$ cat config.mk
export PLATFORM = sky130hd
export DESIGN_NAME = timer0_with_fast_edge_counter
export DESIGN_NICKNAME = d
export VERILOG_FILES = /design/src/common/timer0_pkg.sv /design/src/design/timer0_with_fast_edge_counter.sv
export VERILOG_INCLUDE_DIRS = /design/src /design/src/common
export SDC_FILE = /design/constraint.sdc
export NUM_CORES = 1
export LEC_CHECK = 0
export ABC_AREA = 1
export CORE_UTILIZATION = 60
export DETAILED_ROUTE_END_ITERATION = 8
export DONT_BUFFER_PORTS = 1
export GPL_TIMING_DRIVEN = 0
export PLACE_DENSITY_LB_ADDON = 0.08
export SLEW_MARGIN = 20
export SYNTH_ARGS = -nofsm -noshare
export SYNTH_HDL_FRONTEND = slang
export SYNTH_SLANG_ARGS = --single-unit
$ cat constraint.sdc
create_clock -name i_clk -period 2.5 [get_ports i_clk]
set_clock_uncertainty 0.05 [all_clocks]
set_input_delay 0.25 -clock i_clk [delete_from_list [all_inputs] [get_ports i_clk]]
set_output_delay 0.25 -clock i_clk [all_outputs]
set_load 0.05 [all_outputs]
$ cat src/common/timer0_params.svh
// Named constants for the timer 0 block with its fast edge counter.
// Assumes inclusion by bare name from the package and the design file.
`ifndef TIMER0_PARAMS_SVH
`define TIMER0_PARAMS_SVH

// Register indices; the byte address on the bus is four times the index.
`define T0_IDX_CONTROL 16'hfe10
`define T0_IDX_PRESCALE 16'hfe11
`define T0_IDX_LOW_COUNT 16'hfe12
`define T0_IDX_HIGH_COUNT 16'hfe13
`define T0_IDX_LOW_MATCH 16'hfe14
`define T0_IDX_HIGH_MATCH 16'hfe15
`define T0_IDX_LOW_CAPTURE 16'hfe16
`define T0_IDX_HIGH_CAPTURE 16'hfe17
`define T0_IDX_PORT1_TEST 16'hfe47
`define T0_IDX_EDGE_CTRL 16'hfe7d

// Bus geometry.
`define T0_ADDR_W 18
`define T0_IDX_LSB 2

// Reset values.
`define T0_RST_8 8'h00
`define T0_RST_EDGE 3'h0

// Field positions in timer0_control.
`define T0_CTL_HIGH_RUN 7
`define T0_CTL_LOW_RUN 6
`define T0_CTL_LENGTH 5
`define T0_CTL_LOW_CLK 4
`define T0_CTL_HIGH_FLAG 3
`define T0_CTL_HIGH_IE 2
`define T0_CTL_LOW_FLAG 1
`define T0_CTL_LOW_IE 0

// Field positions in edge_counter_control.
`define T0_EDGE_EN 7
`define T0_EDGE_CMP_HI 6
`define T0_EDGE_CMP_LO 4

// Field position of the realtime output enable in port1_test_control.
`define T0_P1_RT_EN 2
// Read image of port1_test_control around the enable bit (bit 5 reads one).
`define T0_P1_FIXED 8'h20

// Counter extremes.
`define T0_FULL_8 8'hff
`define T0_FULL_EDGE 3'h7

// Bus response codes.
`define T0_RESP_OKAY 2'h0
`define T0_RESP_SLVERR 2'h2

`endif

$ cat src/common/timer0_pkg.sv
// Types shared by the timer 0 block.
// Assumes the constants header sits beside it on the include path.
`default_nettype none
`include "timer0_params.svh"
package timer0_pkg;
    typedef logic [7:0] reg8_t;
    typedef logic [2:0] edge_t;
    typedef logic [19:0] count20_t;
    typedef logic [`T0_ADDR_W-1:0] addr_t;
endpackage : timer0_pkg
`default_nettype wire

$ cat src/design/timer0_with_fast_edge_counter.sv
// Timer 0: two 8-bit halves with prescaler, captures and a 3-bit fast edge counter.
// Assumes one 250 MHz clock, event inputs as one-cycle pulses synchronous to it,
// and an AXI4-Lite master on the register side.
//
// Our own choice: the AXI4-Lite slave port.
`default_nettype none
`include "timer0_params.svh"

module timer0_with_fast_edge_counter (
    // Clock and reset.
    input wire logic i_clk,
    input wire logic i_nrst,
    // AXI4-Lite write address and data.
    input wire logic i_awvalid,
    output logic o_awready,
    input wire timer0_pkg::addr_t i_awaddr,
    input wire logic [2:0] i_awprot,
    input wire logic i_wvalid,
    output logic o_wready,
    input wire logic [31:0] i_wdata,
    input wire logic [3:0] i_wstrb,
    // AXI4-Lite write response.
    output logic o_bvalid,
    input wire logic i_bready,
    output logic [1:0] o_bresp,
    // AXI4-Lite read.
    input wire logic i_arvalid,
    output logic o_arready,
    input wire timer0_pkg::addr_t i_araddr,
    input wire logic [2:0] i_arprot,
    output logic o_rvalid,
    input wire logic i_rready,
    output logic [31:0] o_rdata,
    output logic [1:0] o_rresp,
    // External detection events.
    input wire logic i_ext_count,
    input wire logic i_edge_pulse,
    input wire logic i_low_capture,
    input wire logic i_high_capture,
    // Realtime output pin.
    input wire logic i_port_latch,
    output logic o_realtime,
    // Interrupt requests.
    output logic o_irq_high,
    output logic o_irq_low
);

    // Software-visible state.
    timer0_pkg::reg8_t control;
    timer0_pkg::reg8_t prescale_match;
    timer0_pkg::reg8_t low_match;
    timer0_pkg::reg8_t high_match;
    timer0_pkg::reg8_t low_capture;
    timer0_pkg::reg8_t high_capture;
    logic realtime_output_enable;
    logic edge_counter_enable;
    timer0_pkg::edge_t edge_compare_field;
    logic edge_capture_carry;
    timer0_pkg::edge_t edge_capture_field;

    // Counting state.
    timer0_pkg::reg8_t pre_cnt;
    timer0_pkg::reg8_t low_cnt;
    timer0_pkg::reg8_t high_cnt;
    timer0_pkg::reg8_t low_buf;
    timer0_pkg::reg8_t high_buf;
    timer0_pkg::edge_t edge_cnt;
    logic edge_armed;
    logic rt_held;

    // Bus state.
    logic aw_held;
    logic w_held;
    timer0_pkg::addr_t aw_addr;
    logic [7:0] w_byte;
    logic w_lane0;

    // Control fields, named for readability.
    logic high_run;
    logic low_run;
    logic length_sel;
    logic low_clock_select;
    assign high_run = control[`T0_CTL_HIGH_RUN];
    assign low_run = control[`T0_CTL_LOW_RUN];
    assign length_sel = control[`T0_CTL_LENGTH];
    assign low_clock_select = control[`T0_CTL_LOW_CLK];

    // Write decode: a write lands once both halves of the request are held.
    logic wr_fire;
    logic [15:0] wr_idx;
    logic wr_ctl;
    logic wr_pre;
    logic wr_lm;
    logic wr_hm;
    logic wr_p1;
    logic wr_edge;
    logic wr_known;
    assign wr_fire = aw_held && w_held && !o_bvalid;
    assign wr_idx = aw_addr[`T0_ADDR_W-1:`T0_IDX_LSB];
    assign wr_ctl = wr_fire && w_lane0 && (wr_idx == `T0_IDX_CONTROL);
    assign wr_pre = wr_fire && w_lane0 && (wr_idx == `T0_IDX_PRESCALE);
    assign wr_lm = wr_fire && w_lane0 && (wr_idx == `T0_IDX_LOW_MATCH);
    assign wr_hm = wr_fire && w_lane0 && (wr_idx == `T0_IDX_HIGH_MATCH);
    assign wr_p1 = wr_fire && w_lane0 && (wr_idx == `T0_IDX_PORT1_TEST);
    assign wr_edge = wr_fire && w_lane0 && (wr_idx == `T0_IDX_EDGE_CTRL);
    // Read-only registers are mapped, so writes to them answer OKAY and do nothing.
    assign wr_known = (wr_idx == `T0_IDX_CONTROL) || (wr_idx == `T0_IDX_PRESCALE) ||
                      (wr_idx == `T0_IDX_LOW_COUNT) || (wr_idx == `T0_IDX_HIGH_COUNT) ||
                      (wr_idx == `T0_IDX_LOW_MATCH) || (wr_idx == `T0_IDX_HIGH_MATCH) ||
                      (wr_idx == `T0_IDX_LOW_CAPTURE) || (wr_idx == `T0_IDX_HIGH_CAPTURE) ||
                      (wr_idx == `T0_IDX_PORT1_TEST) || (wr_idx == `T0_IDX_EDGE_CTRL);

    // Ready while the slot is empty; the slave accepts address and data in either order.
    assign o_awready = !aw_held;
    assign o_wready = !w_held;
    assign o_arready = !o_rvalid;

    // Write address holding slot.
    always_ff @(posedge i_clk or negedge i_nrst) begin
        if (!i_nrst) begin
            aw_held <= 1'b0;
            aw_addr <= '0;
        end else if (i_awvalid && o_awready) begin
            aw_held <= 1'b1;
            aw_addr <= i_awaddr;
        end else if (wr_fire) begin
            aw_held <= 1'b0;
        end
    end

    // Write data holding slot; registers are 8 bits wide so only lane 0 matters.
    always_ff @(posedge i_clk or negedge i_nrst) begin
        if (!i_nrst) begin
            w_held <= 1'b0;
            w_byte <= `T0_RST_8;
            w_lane0 <= 1'b0;
        end else if (i_wvalid && o_wready) begin
            w_held <= 1'b1;
            w_byte <= i_wdata[7:0];
            w_lane0 <= i_wstrb[0];
        end else if (wr_fire) begin
            w_held <= 1'b0;
        end
    end

    // Write response, one cycle after both slots are full.
    always_ff @(posedge i_clk or negedge i_nrst) begin
        if (!i_nrst) begin
            o_bvalid <= 1'b0;
            o_bresp <= `T0_RESP_OKAY;
        end else if (wr_fire) begin
            o_bvalid <= 1'b1;
            o_bresp <= wr_known ? `T0_RESP_OKAY : `T0_RESP_SLVERR;
        end else if (i_bready) begin
            o_bvalid <= 1'b0;
        end
    end

    // Prescaler: a write to its match register restarts it, so the next tick is a full period away.
    logic pre_tick;
    assign pre_tick = (pre_cnt == prescale_match) && !wr_pre;
    always_ff @(posedge i_clk or negedge i_nrst) begin
        if (!i_nrst) begin
            pre_cnt <= `T0_RST_8;
        end else if (wr_pre || pre_tick) begin
            pre_cnt <= `T0_RST_8;
        end else begin
            pre_cnt <= pre_cnt + 8'h01;
        end
    end

    // Edge counter steps while the low half runs with the edge counter enabled.
    logic edge_step;
    logic edge_carry;
    assign edge_step = edge_counter_enable && low_run && i_edge_pulse;
    assign edge_carry = edge_step && (edge_cnt == `T0_FULL_EDGE);
    always_ff @(posedge i_clk or negedge i_nrst) begin
        if (!i_nrst) begin
            edge_cnt <= `T0_RST_EDGE;
        end else if (!edge_counter_enable || !low_run) begin
            edge_cnt <= `T0_RST_EDGE;
        end else if (edge_step) begin
            edge_cnt <= edge_cnt + 3'h1;
        end
    end

    // Count clocks and normal match events; edge mode makes the low half free-running, and the high half only when joined in 16-bit mode.
    logic low_clk;
    logic high_clk;
    logic full_eq;
    logic low_evt;
    logic high_evt;
    assign low_clk = edge_counter_enable ? edge_carry : (low_clock_select ? i_ext_count : pre_tick);
    assign high_clk = length_sel ? (low_clk && (low_cnt == `T0_FULL_8)) : pre_tick;
    assign full_eq = ({high_cnt, low_cnt} == {high_buf, low_buf});
    assign low_evt = !edge_counter_enable && low_run && low_clk &&
                     (length_sel ? (high_run && full_eq) : (low_cnt == low_buf));
    assign high_evt = length_sel ? low_evt : (high_run && pre_tick && (high_cnt == high_buf));

    // Low counter: stopped at zero, wraps to zero on its match.
    always_ff @(posedge i_clk or negedge i_nrst) begin
        if (!i_nrst) begin
            low_cnt <= `T0_RST_8;
        end else if (!low_run || low_evt) begin
            low_cnt <= `T0_RST_8;
        end else if (low_clk) begin
            low_cnt <= low_cnt + 8'h01;
        end
    end

    // High counter: counts ticks alone or low overflows when joined.
    always_ff @(posedge i_clk or negedge i_nrst) begin
        if (!i_nrst) begin
            high_cnt <= `T0_RST_8;
        end else if (!high_run || high_evt) begin
            high_cnt <= `T0_RST_8;
        end else if (high_clk) begin
            high_cnt <= high_cnt + 8'h01;
        end
    end

    // Match buffers: follow the register while stopped, reload only on a match while running.
    always_ff @(posedge i_clk or negedge i_nrst) begin
        if (!i_nrst) begin
            low_buf <= `T0_RST_8;
            high_buf <= `T0_RST_8;
        end else begin
            if (!low_run || low_evt) begin
                low_buf <= low_match;
            end
            if (!high_run || high_evt) begin
                high_buf <= high_match;
            end
        end
    end

    // Combined count and target: the target is the match value plus one, times 8, plus the compare field.
    timer0_pkg::count20_t count_all;
    timer0_pkg::count20_t target_all;
    logic edge_hit;
    assign count_all = length_sel ? {1'b0, high_cnt, low_cnt, edge_cnt} : {9'h000, low_cnt, edge_cnt};
    assign target_all = length_sel ? {({1'b0, high_match, low_match} + 17'h0_0001), edge_compare_field} :
                        {8'h00, ({1'b0, low_match} + 9'h001), edge_compare_field};
    assign edge_hit = edge_counter_enable && edge_armed && (count_all == target_all);

    // Flags are set by hardware and written by software; a set in the same cycle wins.
    logic set_low;
    logic set_high;
    assign set_low = low_evt || edge_hit;
    assign set_high = high_evt || (edge_hit && length_sel);

    // Timer 0 control register with its two sticky flags.
    always_ff @(posedge i_clk or negedge i_nrst) begin
        if (!i_nrst) begin
            control <= `T0_RST_8;
        end else begin
            if (wr_ctl) begin
                control <= w_byte;
            end
            if (set_high) begin
                control[`T0_CTL_HIGH_FLAG] <= 1'b1;
            end
            if (set_low) begin
                control[`T0_CTL_LOW_FLAG] <= 1'b1;
            end
        end
    end

    // Plain software registers.
    always_ff @(posedge i_clk or negedge i_nrst) begin
        if (!i_nrst) begin
            prescale_match <= `T0_RST_8;
            low_match <= `T0_RST_8;
            high_match <= `T0_RST_8;
            realtime_output_enable <= 1'b0;
        end else begin
            if (wr_pre) begin
                prescale_match <= w_byte;
            end
            if (wr_lm) begin
                low_match <= w_byte;
            end
            if (wr_hm) begin
                high_match <= w_byte;
            end
            if (wr_p1) begin
                realtime_output_enable <= w_byte[`T0_P1_RT_EN];
            end
        end
    end

    // Edge control: each write that sets the enable bit re-arms matching, and a hit disarms it until the next such write.
    always_ff @(posedge i_clk or negedge i_nrst) begin
        if (!i_nrst) begin
            edge_counter_enable <= 1'b0;
            edge_compare_field <= `T0_RST_EDGE;
            edge_armed <= 1'b0;
            rt_held <= 1'b0;
        end else if (wr_edge) begin
            edge_counter_enable <= w_byte[`T0_EDGE_EN];
            edge_compare_field <= w_byte[`T0_EDGE_CMP_HI:`T0_EDGE_CMP_LO];
            edge_armed <= w_byte[`T0_EDGE_EN];
            rt_held <= o_realtime;
        end else if (edge_hit) begin
            edge_armed <= 1'b0;
        end
    end

    // Captures; the low capture follows the high-half source in 16-bit mode.
    logic low_cap_evt;
    assign low_cap_evt = length_sel ? i_high_capture : i_low_capture;
    always_ff @(posedge i_clk or negedge i_nrst) begin
        if (!i_nrst) begin
            low_capture <= `T0_RST_8;
            high_capture <= `T0_RST_8;
            edge_capture_field <= `T0_RST_EDGE;
            edge_capture_carry <= 1'b0;
        end else begin
            if (low_cap_evt) begin
                low_capture <= low_cnt;
                edge_capture_field <= edge_cnt;
                edge_capture_carry <= edge_carry;
            end
            if (i_high_capture) begin
                high_capture <= high_cnt;
            end
        end
    end

    // Realtime output is combinational so the new level appears in the hit cycle itself.
    always_comb begin
        if (realtime_output_enable && edge_counter_enable && edge_armed && !edge_hit) begin
            o_realtime = rt_held;
        end else begin
            o_realtime = i_port_latch;
        end
    end

    // Interrupt requests.
    assign o_irq_high = control[`T0_CTL_HIGH_IE] && control[`T0_CTL_HIGH_FLAG];
    assign o_irq_low = control[`T0_CTL_LOW_IE] && control[`T0_CTL_LOW_FLAG];

    // Read path, answered one cycle after the address is taken.
    logic [7:0] rd_byte;
    logic rd_known;
    logic [15:0] rd_idx;
    assign rd_idx = i_araddr[`T0_ADDR_W-1:`T0_IDX_LSB];
    always_comb begin
        rd_byte = `T0_RST_8;
        rd_known = 1'b1;
        case (rd_idx)
            `T0_IDX_CONTROL: rd_byte = control;
            `T0_IDX_PRESCALE: rd_byte = prescale_match;
            `T0_IDX_LOW_COUNT: rd_byte = low_cnt;
            `T0_IDX_HIGH_COUNT: rd_byte = high_cnt;
            `T0_IDX_LOW_MATCH: rd_byte = low_match;
            `T0_IDX_HIGH_MATCH: rd_byte = high_match;
            `T0_IDX_LOW_CAPTURE: rd_byte = low_capture;
            `T0_IDX_HIGH_CAPTURE: rd_byte = high_capture;
            `T0_IDX_PORT1_TEST: begin
                rd_byte = `T0_P1_FIXED;
                rd_byte[`T0_P1_RT_EN] = realtime_output_enable;
            end
            `T0_IDX_EDGE_CTRL: rd_byte = {edge_counter_enable, edge_compare_field,
                                          edge_capture_carry, edge_capture_field};
            default: rd_known = 1'b0;
        endcase
    end

    // Read response register.
    always_ff @(posedge i_clk or negedge i_nrst) begin
        if (!i_nrst) begin
            o_rvalid <= 1'b0;
            o_rdata <= '0;
            o_rresp <= `T0_RESP_OKAY;
        end else if (i_arvalid && o_arready) begin
            o_rvalid <= 1'b1;
            o_rdata <= {24'h00_0000, rd_byte};
            o_rresp <= rd_known ? `T0_RESP_OKAY : `T0_RESP_SLVERR;
        end else if (i_rready) begin
            o_rvalid <= 1'b0;
        end
    end
endmodule : timer0_with_fast_edge_counter
`default_nettype wire

=== Yosys cells after proc, flatten, opt, wreduce, memory -nomap -nowiden ===
Cells that the tools add are included.

* Bits in registers: 145
* Word-level logic and storage cells: 162
* Bits of input ports: 90

* Multiplexer cells: 32
* Reduce and logical (&&, ||, !) cells: 66
* Add/subtract/negate cells: 6
* Equality and inequality tests: 27

{| class="wikitable"
|+ Operator list
! operator !! count
|-
| $eq A16 B16 Y1 const B || 20
|-
| $pmux W8 S10 || 1
|-
| $mux W8 || 5
|-
| $logic_and A1 B1 Y1 || 31
|-
| $add A8 B1 Y8 const B || 3
|-
| $eq A8 B8 Y1 || 3
|-
| $eq A19 B20 Y1 || 1
|-
| $mux W20 || 1
|-
| $reduce_bool A2 Y1 || 10
|-
| $mux W1 || 19
|-
| $mux W19 || 1
|-
| $add A16 B1 Y17 const B || 1
|-
| $eq A16 B16 Y1 || 1
|-
| $logic_or A1 B1 Y1 || 15
|-
| $reduce_or A10 Y1 || 1
|-
| $add A8 B1 Y9 const B || 1
|-
| $logic_not A1 Y1 || 9
|-
| $eq A8 B8 Y1 const B || 1
|-
| $mux W3 || 2
|-
| $mux W2 || 2
|-
| $mux W4 || 1
|-
| $add A3 B1 Y3 const B || 1
|-
| $eq A3 B3 Y1 const B || 1
|}

=== Logic depth before layout (Yosys ltp) ===
* Depth after elaboration: 13
* Gate-level depth with buffers: 17
* Mapped depth without buffers: 16

=== Worst setup path after synthesis ===
Ideal clock, no wire load.

* Path type: reg-to-output
* Start: register low_match[2]
* End: output o_realtime
* Arrival: 1.886 ns
* Stages on the path, launching flop included: 15
* Path buffers: 1
* Data required time: 2.200 ns
* Setup slack: 0.314 ns
* Cells stage by stage: dfrtp_1 -> buf_2 -> nand2_1 -> nor2_1 -> nand2_1 -> nor2_1 -> nand3_1 -> nand2_1 -> nor2_1 -> nand3_1 -> nand2_1 -> nand2_1 -> nand2_1 -> nand2_1 -> and2_1

* Cells in the longest elaborated chain, start to end: 7
* Elaborated cells between the ends (all ways): 8
* Classes of those cells: 2 x add/sub; 1 x eq/ne; 2 x mux; 3 x reduce/logical

{| class="wikitable"
|+ RTL lines
! element !! RTL line !! source
|-
| start, declared || timer0_with_fast_edge_counter.sv:51 || <nowiki>timer0_pkg::reg8_t low_match;</nowiki>
|-
| start signal, assigned || timer0_with_fast_edge_counter.sv:273 || <nowiki>low_match <= `T0_RST_8;</nowiki>
|-
| start signal, assigned || timer0_with_fast_edge_counter.sv:281 || <nowiki>low_match <= w_byte;</nowiki>
|-
| $add A16 B1 Y17 / $add A8 B1 Y9 (equally long branches) || timer0_with_fast_edge_counter.sv:242, timer0_with_fast_edge_counter.sv:243 ||
|-
| $mux W20 (*) || timer0_with_fast_edge_counter.sv:242 || <nowiki>assign target_all = length_sel ? {({1'b0, high_match, low_match} + 17'h0_0001), edge_compare_field} :</nowiki>
|-
| $eq A19 B20 Y1 (*) || timer0_with_fast_edge_counter.sv:244 || <nowiki>assign edge_hit = edge_counter_enable && edge_armed && (count_all == target_all);</nowiki>
|-
| $logic_and A1 B1 Y1 (*) || timer0_with_fast_edge_counter.sv:244 ||
|-
| $logic_not A1 Y1 (*) || timer0_with_fast_edge_counter.sv:332 || <nowiki>if (realtime_output_enable && edge_counter_enable && edge_armed && !edge_hit) begin</nowiki>
|-
| $logic_and A1 B1 Y1 (*) || timer0_with_fast_edge_counter.sv:332 ||
|-
| $mux W1 (*) || timer0_with_fast_edge_counter.sv:332 ||
|-
| end, declared || timer0_with_fast_edge_counter.sv:42 || <nowiki>output logic o_realtime,</nowiki>
|}

Mark *: on every way between the ends. The rest lies on a longest branch, timed or not.

=== Final worst setup path ===
* Start: register low_match[1]
* End: output o_realtime

The elaborated chain is that of the path after synthesis.

==> run_results.csv <==
group,metric,value,unit
final_layout,ff_latch_area,3540,um^2
detailed_routing,routedWlPerCell,16.6,um
final_layout,nets,1248,
final_layout,diodes,0,
detailed_routing,via_count,7415,
logic_synthesis,ys_types,43,
power,switching_share,30.6,%
clocking,insertion_delay,430,ps
timing,rsz0062_at_grt,"true",
logic_synthesis,syn_avg_cell_area,7.49,um^2
final_layout,largest_register,"aw_addr",
clocking,cts_tree,"built",
worst_setup_path,slowest_delay,440,ps
clocking,hold_buffers,30,
placement,place.gp.congestion,0.937,
logic_synthesis,ys_warn_count,0,
power,power.switching,1.93,mW
worst_setup_path,crit_arrival,2310,ps
timing,fmax,0.383,GHz
min_path,min_path_type,"in -> async",
clocking,clkTransAtPathRegs,60,ps
grt,grt_pass1_wl,34300,um
timing,fin_ws,-113,ps
timing,min_period,2610,ps
final_layout,multi_input_area,3800,um^2
logic_synthesis,ys_ff_latch,141,
run_status,status,"complete, but fails checks",
floorplan,initial_utilization,62.3,%
floorplan,rows,41,
timing,tightestPinTransition,646,ps
detailed_routing,remaining_drc_errors,0,
power,clkPwrFrac,41.0,%
grt,grt_max_degree,142,
clocking,cts_buffers,17,
grt,first_global_vias,6840,
detailed_routing,vias_per_cell,5.55,
worst_setup_path,crit_path_top_delay_cell,"dfrtp_2",
placement,dp_hpwl,14800,um
worst_setup_path,path_class,"reg -> out",
clocking,cts_root_buf,"clkbuf_16",
logic_synthesis,ys.flop_type,"dfrtp_1",
grt,antenna_found_initial,0,
timing,whs,-535,ps
logic_synthesis,syn_inst,1062,
power,vdd_drop_max,0.000826,V
worst_setup_path,crit_fanout,4,
timing,relSlewSlack,56.7,%
logic_synthesis,synth_edf_count,0,
power,p_leak,4.34,nW
power,cellPowerDensity,666,nW/um^2
worst_setup_path,cp-end-kind,"primary output",
worst_setup_path,cp_data_required_time,2200,ps
grt,grt_overflow,0,
worst_setup_path,critical_path.cell_chain,"buf_4, buf_4, nand3_1, nor2_1, xnor2_1, nor2_1, nand3_1, nor2_2, nand2_4, nand2_2, nand2_2, and2_4",
power,pwr-share-comb,15.2,%
floorplan,io_pins,134,
final_layout,largest_reg_flops,16,
timing,setup_tns,-113,ps
power,p_int,4.36,mW
detailed_routing,drt_first_pass_iters,6,
floorplan,core_region_area,12800,um^2
clocking,cts_buffer_depth,2,
detailed_routing,drt_iter0_markers,726,
detailed_routing,ant_nets,0,
placement,io_buffers,0,
power,pwr-share-seq,43.8,%
floorplan,die-area,13700,um^2
logic_synthesis,synth-seq-area-share,44.3,%
timing,hold_viol,141,
timing,fin_crit_sh,105,%
timing,finalMaxSlewViolations,0,
placement,post-place-cells,1259,
clocking,htree_levels,4,
logic_synthesis,async_flop_share,100,%
clocking,clkSinkCount,141,
floorplan,die_x,117,um
final_layout,fin_cells,1337,
worst_setup_path,cp-start-kind,"register",
final_layout,drive_above_1_share,13.0,%
flow_run,cap_viol_max_count,0,
floorplan,die_h,117,um
detailed_routing,wl,22200,um
final_layout,nFillCells,1023,
timing,finalSetupViolCount,1,
grt,track_usage,33.8,%
run_status,violations,"negative hold slack, negative setup slack",
logic_synthesis,synth_area,7960,um^2
final_layout,area_growth,18.6,%
==> cells in the final DEF, fill, tap and decap left out, drive strengths merged, types with 2 or more instances in the layout <==
cell and n:
nand2 297, dfrtp 141, inv 136, nor2 122, o21ai 100, buf 53, nand3 52, a21oi 42
clkbuf 34, dlygate4sd3 30, conb 26, nand4 20, nor3 20, xor2 14, nor4 10, o22ai 10
xnor2 9, o2111ai 8, mux2 8, ha 6, clkinv 5, or2 5, nor3b 5, clkinvlp 3
bufinv 2
==> power by group through the flow <==
stage,sequential [mW],clock [mW],combinational (mW)
2_1_floorplan,2.73,0,0.686
3_3_place_gp,2.76,0,0.843
3_5_place_dp,2.77,0,0.865
4_1_cts,2.74,2.58,0.917
5_1_grt,2.77,2.69,1.04
6_report,2.75,2.58,0.956
==> worst paths after layout <==
path | start | to | slack (ps) | cells past startpoint
worst max-delay path | low_match[1] | o_realtime | -110 | 12
worst min register to register | rt_held | rt_held | 430 | 2
max in group asynchronous | i_nrst | low_match[1] | 2680 | 0
worst max register to register | o_bvalid | high_cnt[6] | 100 | 14
worst min-delay path | i_nrst | high_cnt[3] | -530 | 0
min in group i_clk | i_edge_pulse | edge_cnt[1] | 50 | 4
==> per-layer routing <==
layer | wire length [um] | up-vias | track usage [%]
li1 | - | 3551 | -
met1 | 9250 | 3432 | 44.4
met2 | 10400 | 367 | 54.8
met3 | 1900 | 65 | 7.67
met4 | 635 | 0 | 12.7
met5 | 0 | - | 0
==> worst max-delay path: cells and delay by family (launching register included) <==
family                 cells  cell delay [ps]
XOR/XNOR                   1              160
buffers and inverters      2              270
flip-flops                 1              440
AND/OR/NAND/NOR            9             1010
==> cells by family (layout without fill, tap and decap cells) <==
kind of cell	count (synthesis)	count (layout)	synth area share (%)
xor+xnor	23	23	2.53
compound gates	164	164	11.3
mux	9	9	1.26
fa+ha+maj	6	6	0.943
flops	141	141	44.3
simple gates	533	533	29.1
other cells	1	26	0.0471
buf+inv	185	263	10.5
==> area by class of cell <==
cell class	count	share of cell area, %
repair buffers	49	4.73
multi-input cells	761	40.3
flip-flops and latches	141	37.5
clock buffers	21	4.99
clock inverters	11	1.43
inverters	135	5.37
plain buffers	47	3.41
well taps	172	2.28
==> cell usage after synthesis, types with 5 or more instances <==
library cell	n	area (um^2)
clkbuf_1	16	60.1
nand4_1	19	119
nor3_1	16	80.1
inv_1	133	499
buf_4	26	195
nand3_1	48	240
nor2_1	118	443
xnor2_1	9	78.8
nor4_1	10	62.6
buf_6	5	56.3
o22ai_1	10	62.6
ha_1	6	75.1
o2111ai_1	8	70.1
xor2_1	14	123
o21ai_0	92	460
nand2_1	293	1100
o21ai_1	8	40.0
a21oi_1	38	190
dfrtp_1	141	3530
mux2_2	8	90.1
==> through the flow <==
stage,hold slack (ps),util [%],instance area [um^2],total power [mW],setup slack [ps]
detailed placement,-91.6,64.7,8270,3.64,-129
CTS,-537,72.7,9290,6.23,-54.1
finish,-535,73.9,9440,6.28,-113
global placement,-92.2,64.7,8270,3.61,-104
global route,-549,73.9,9440,6.50,-197
floorplan,-95.6,-,8050,3.42,314
==> what timing repair did <==
action | 4_1_cts | 5_1_grt
cloned | 0 | 0
pin swaps | 5 | 13
gates resized for setup | 27 | 16
endpoints found under the setup margin | 15 | 17
hold endpoints to repair | 178 | 141
setup buffers | 8 | 11
Note: power is estimated with default switching activity, not from simulation.
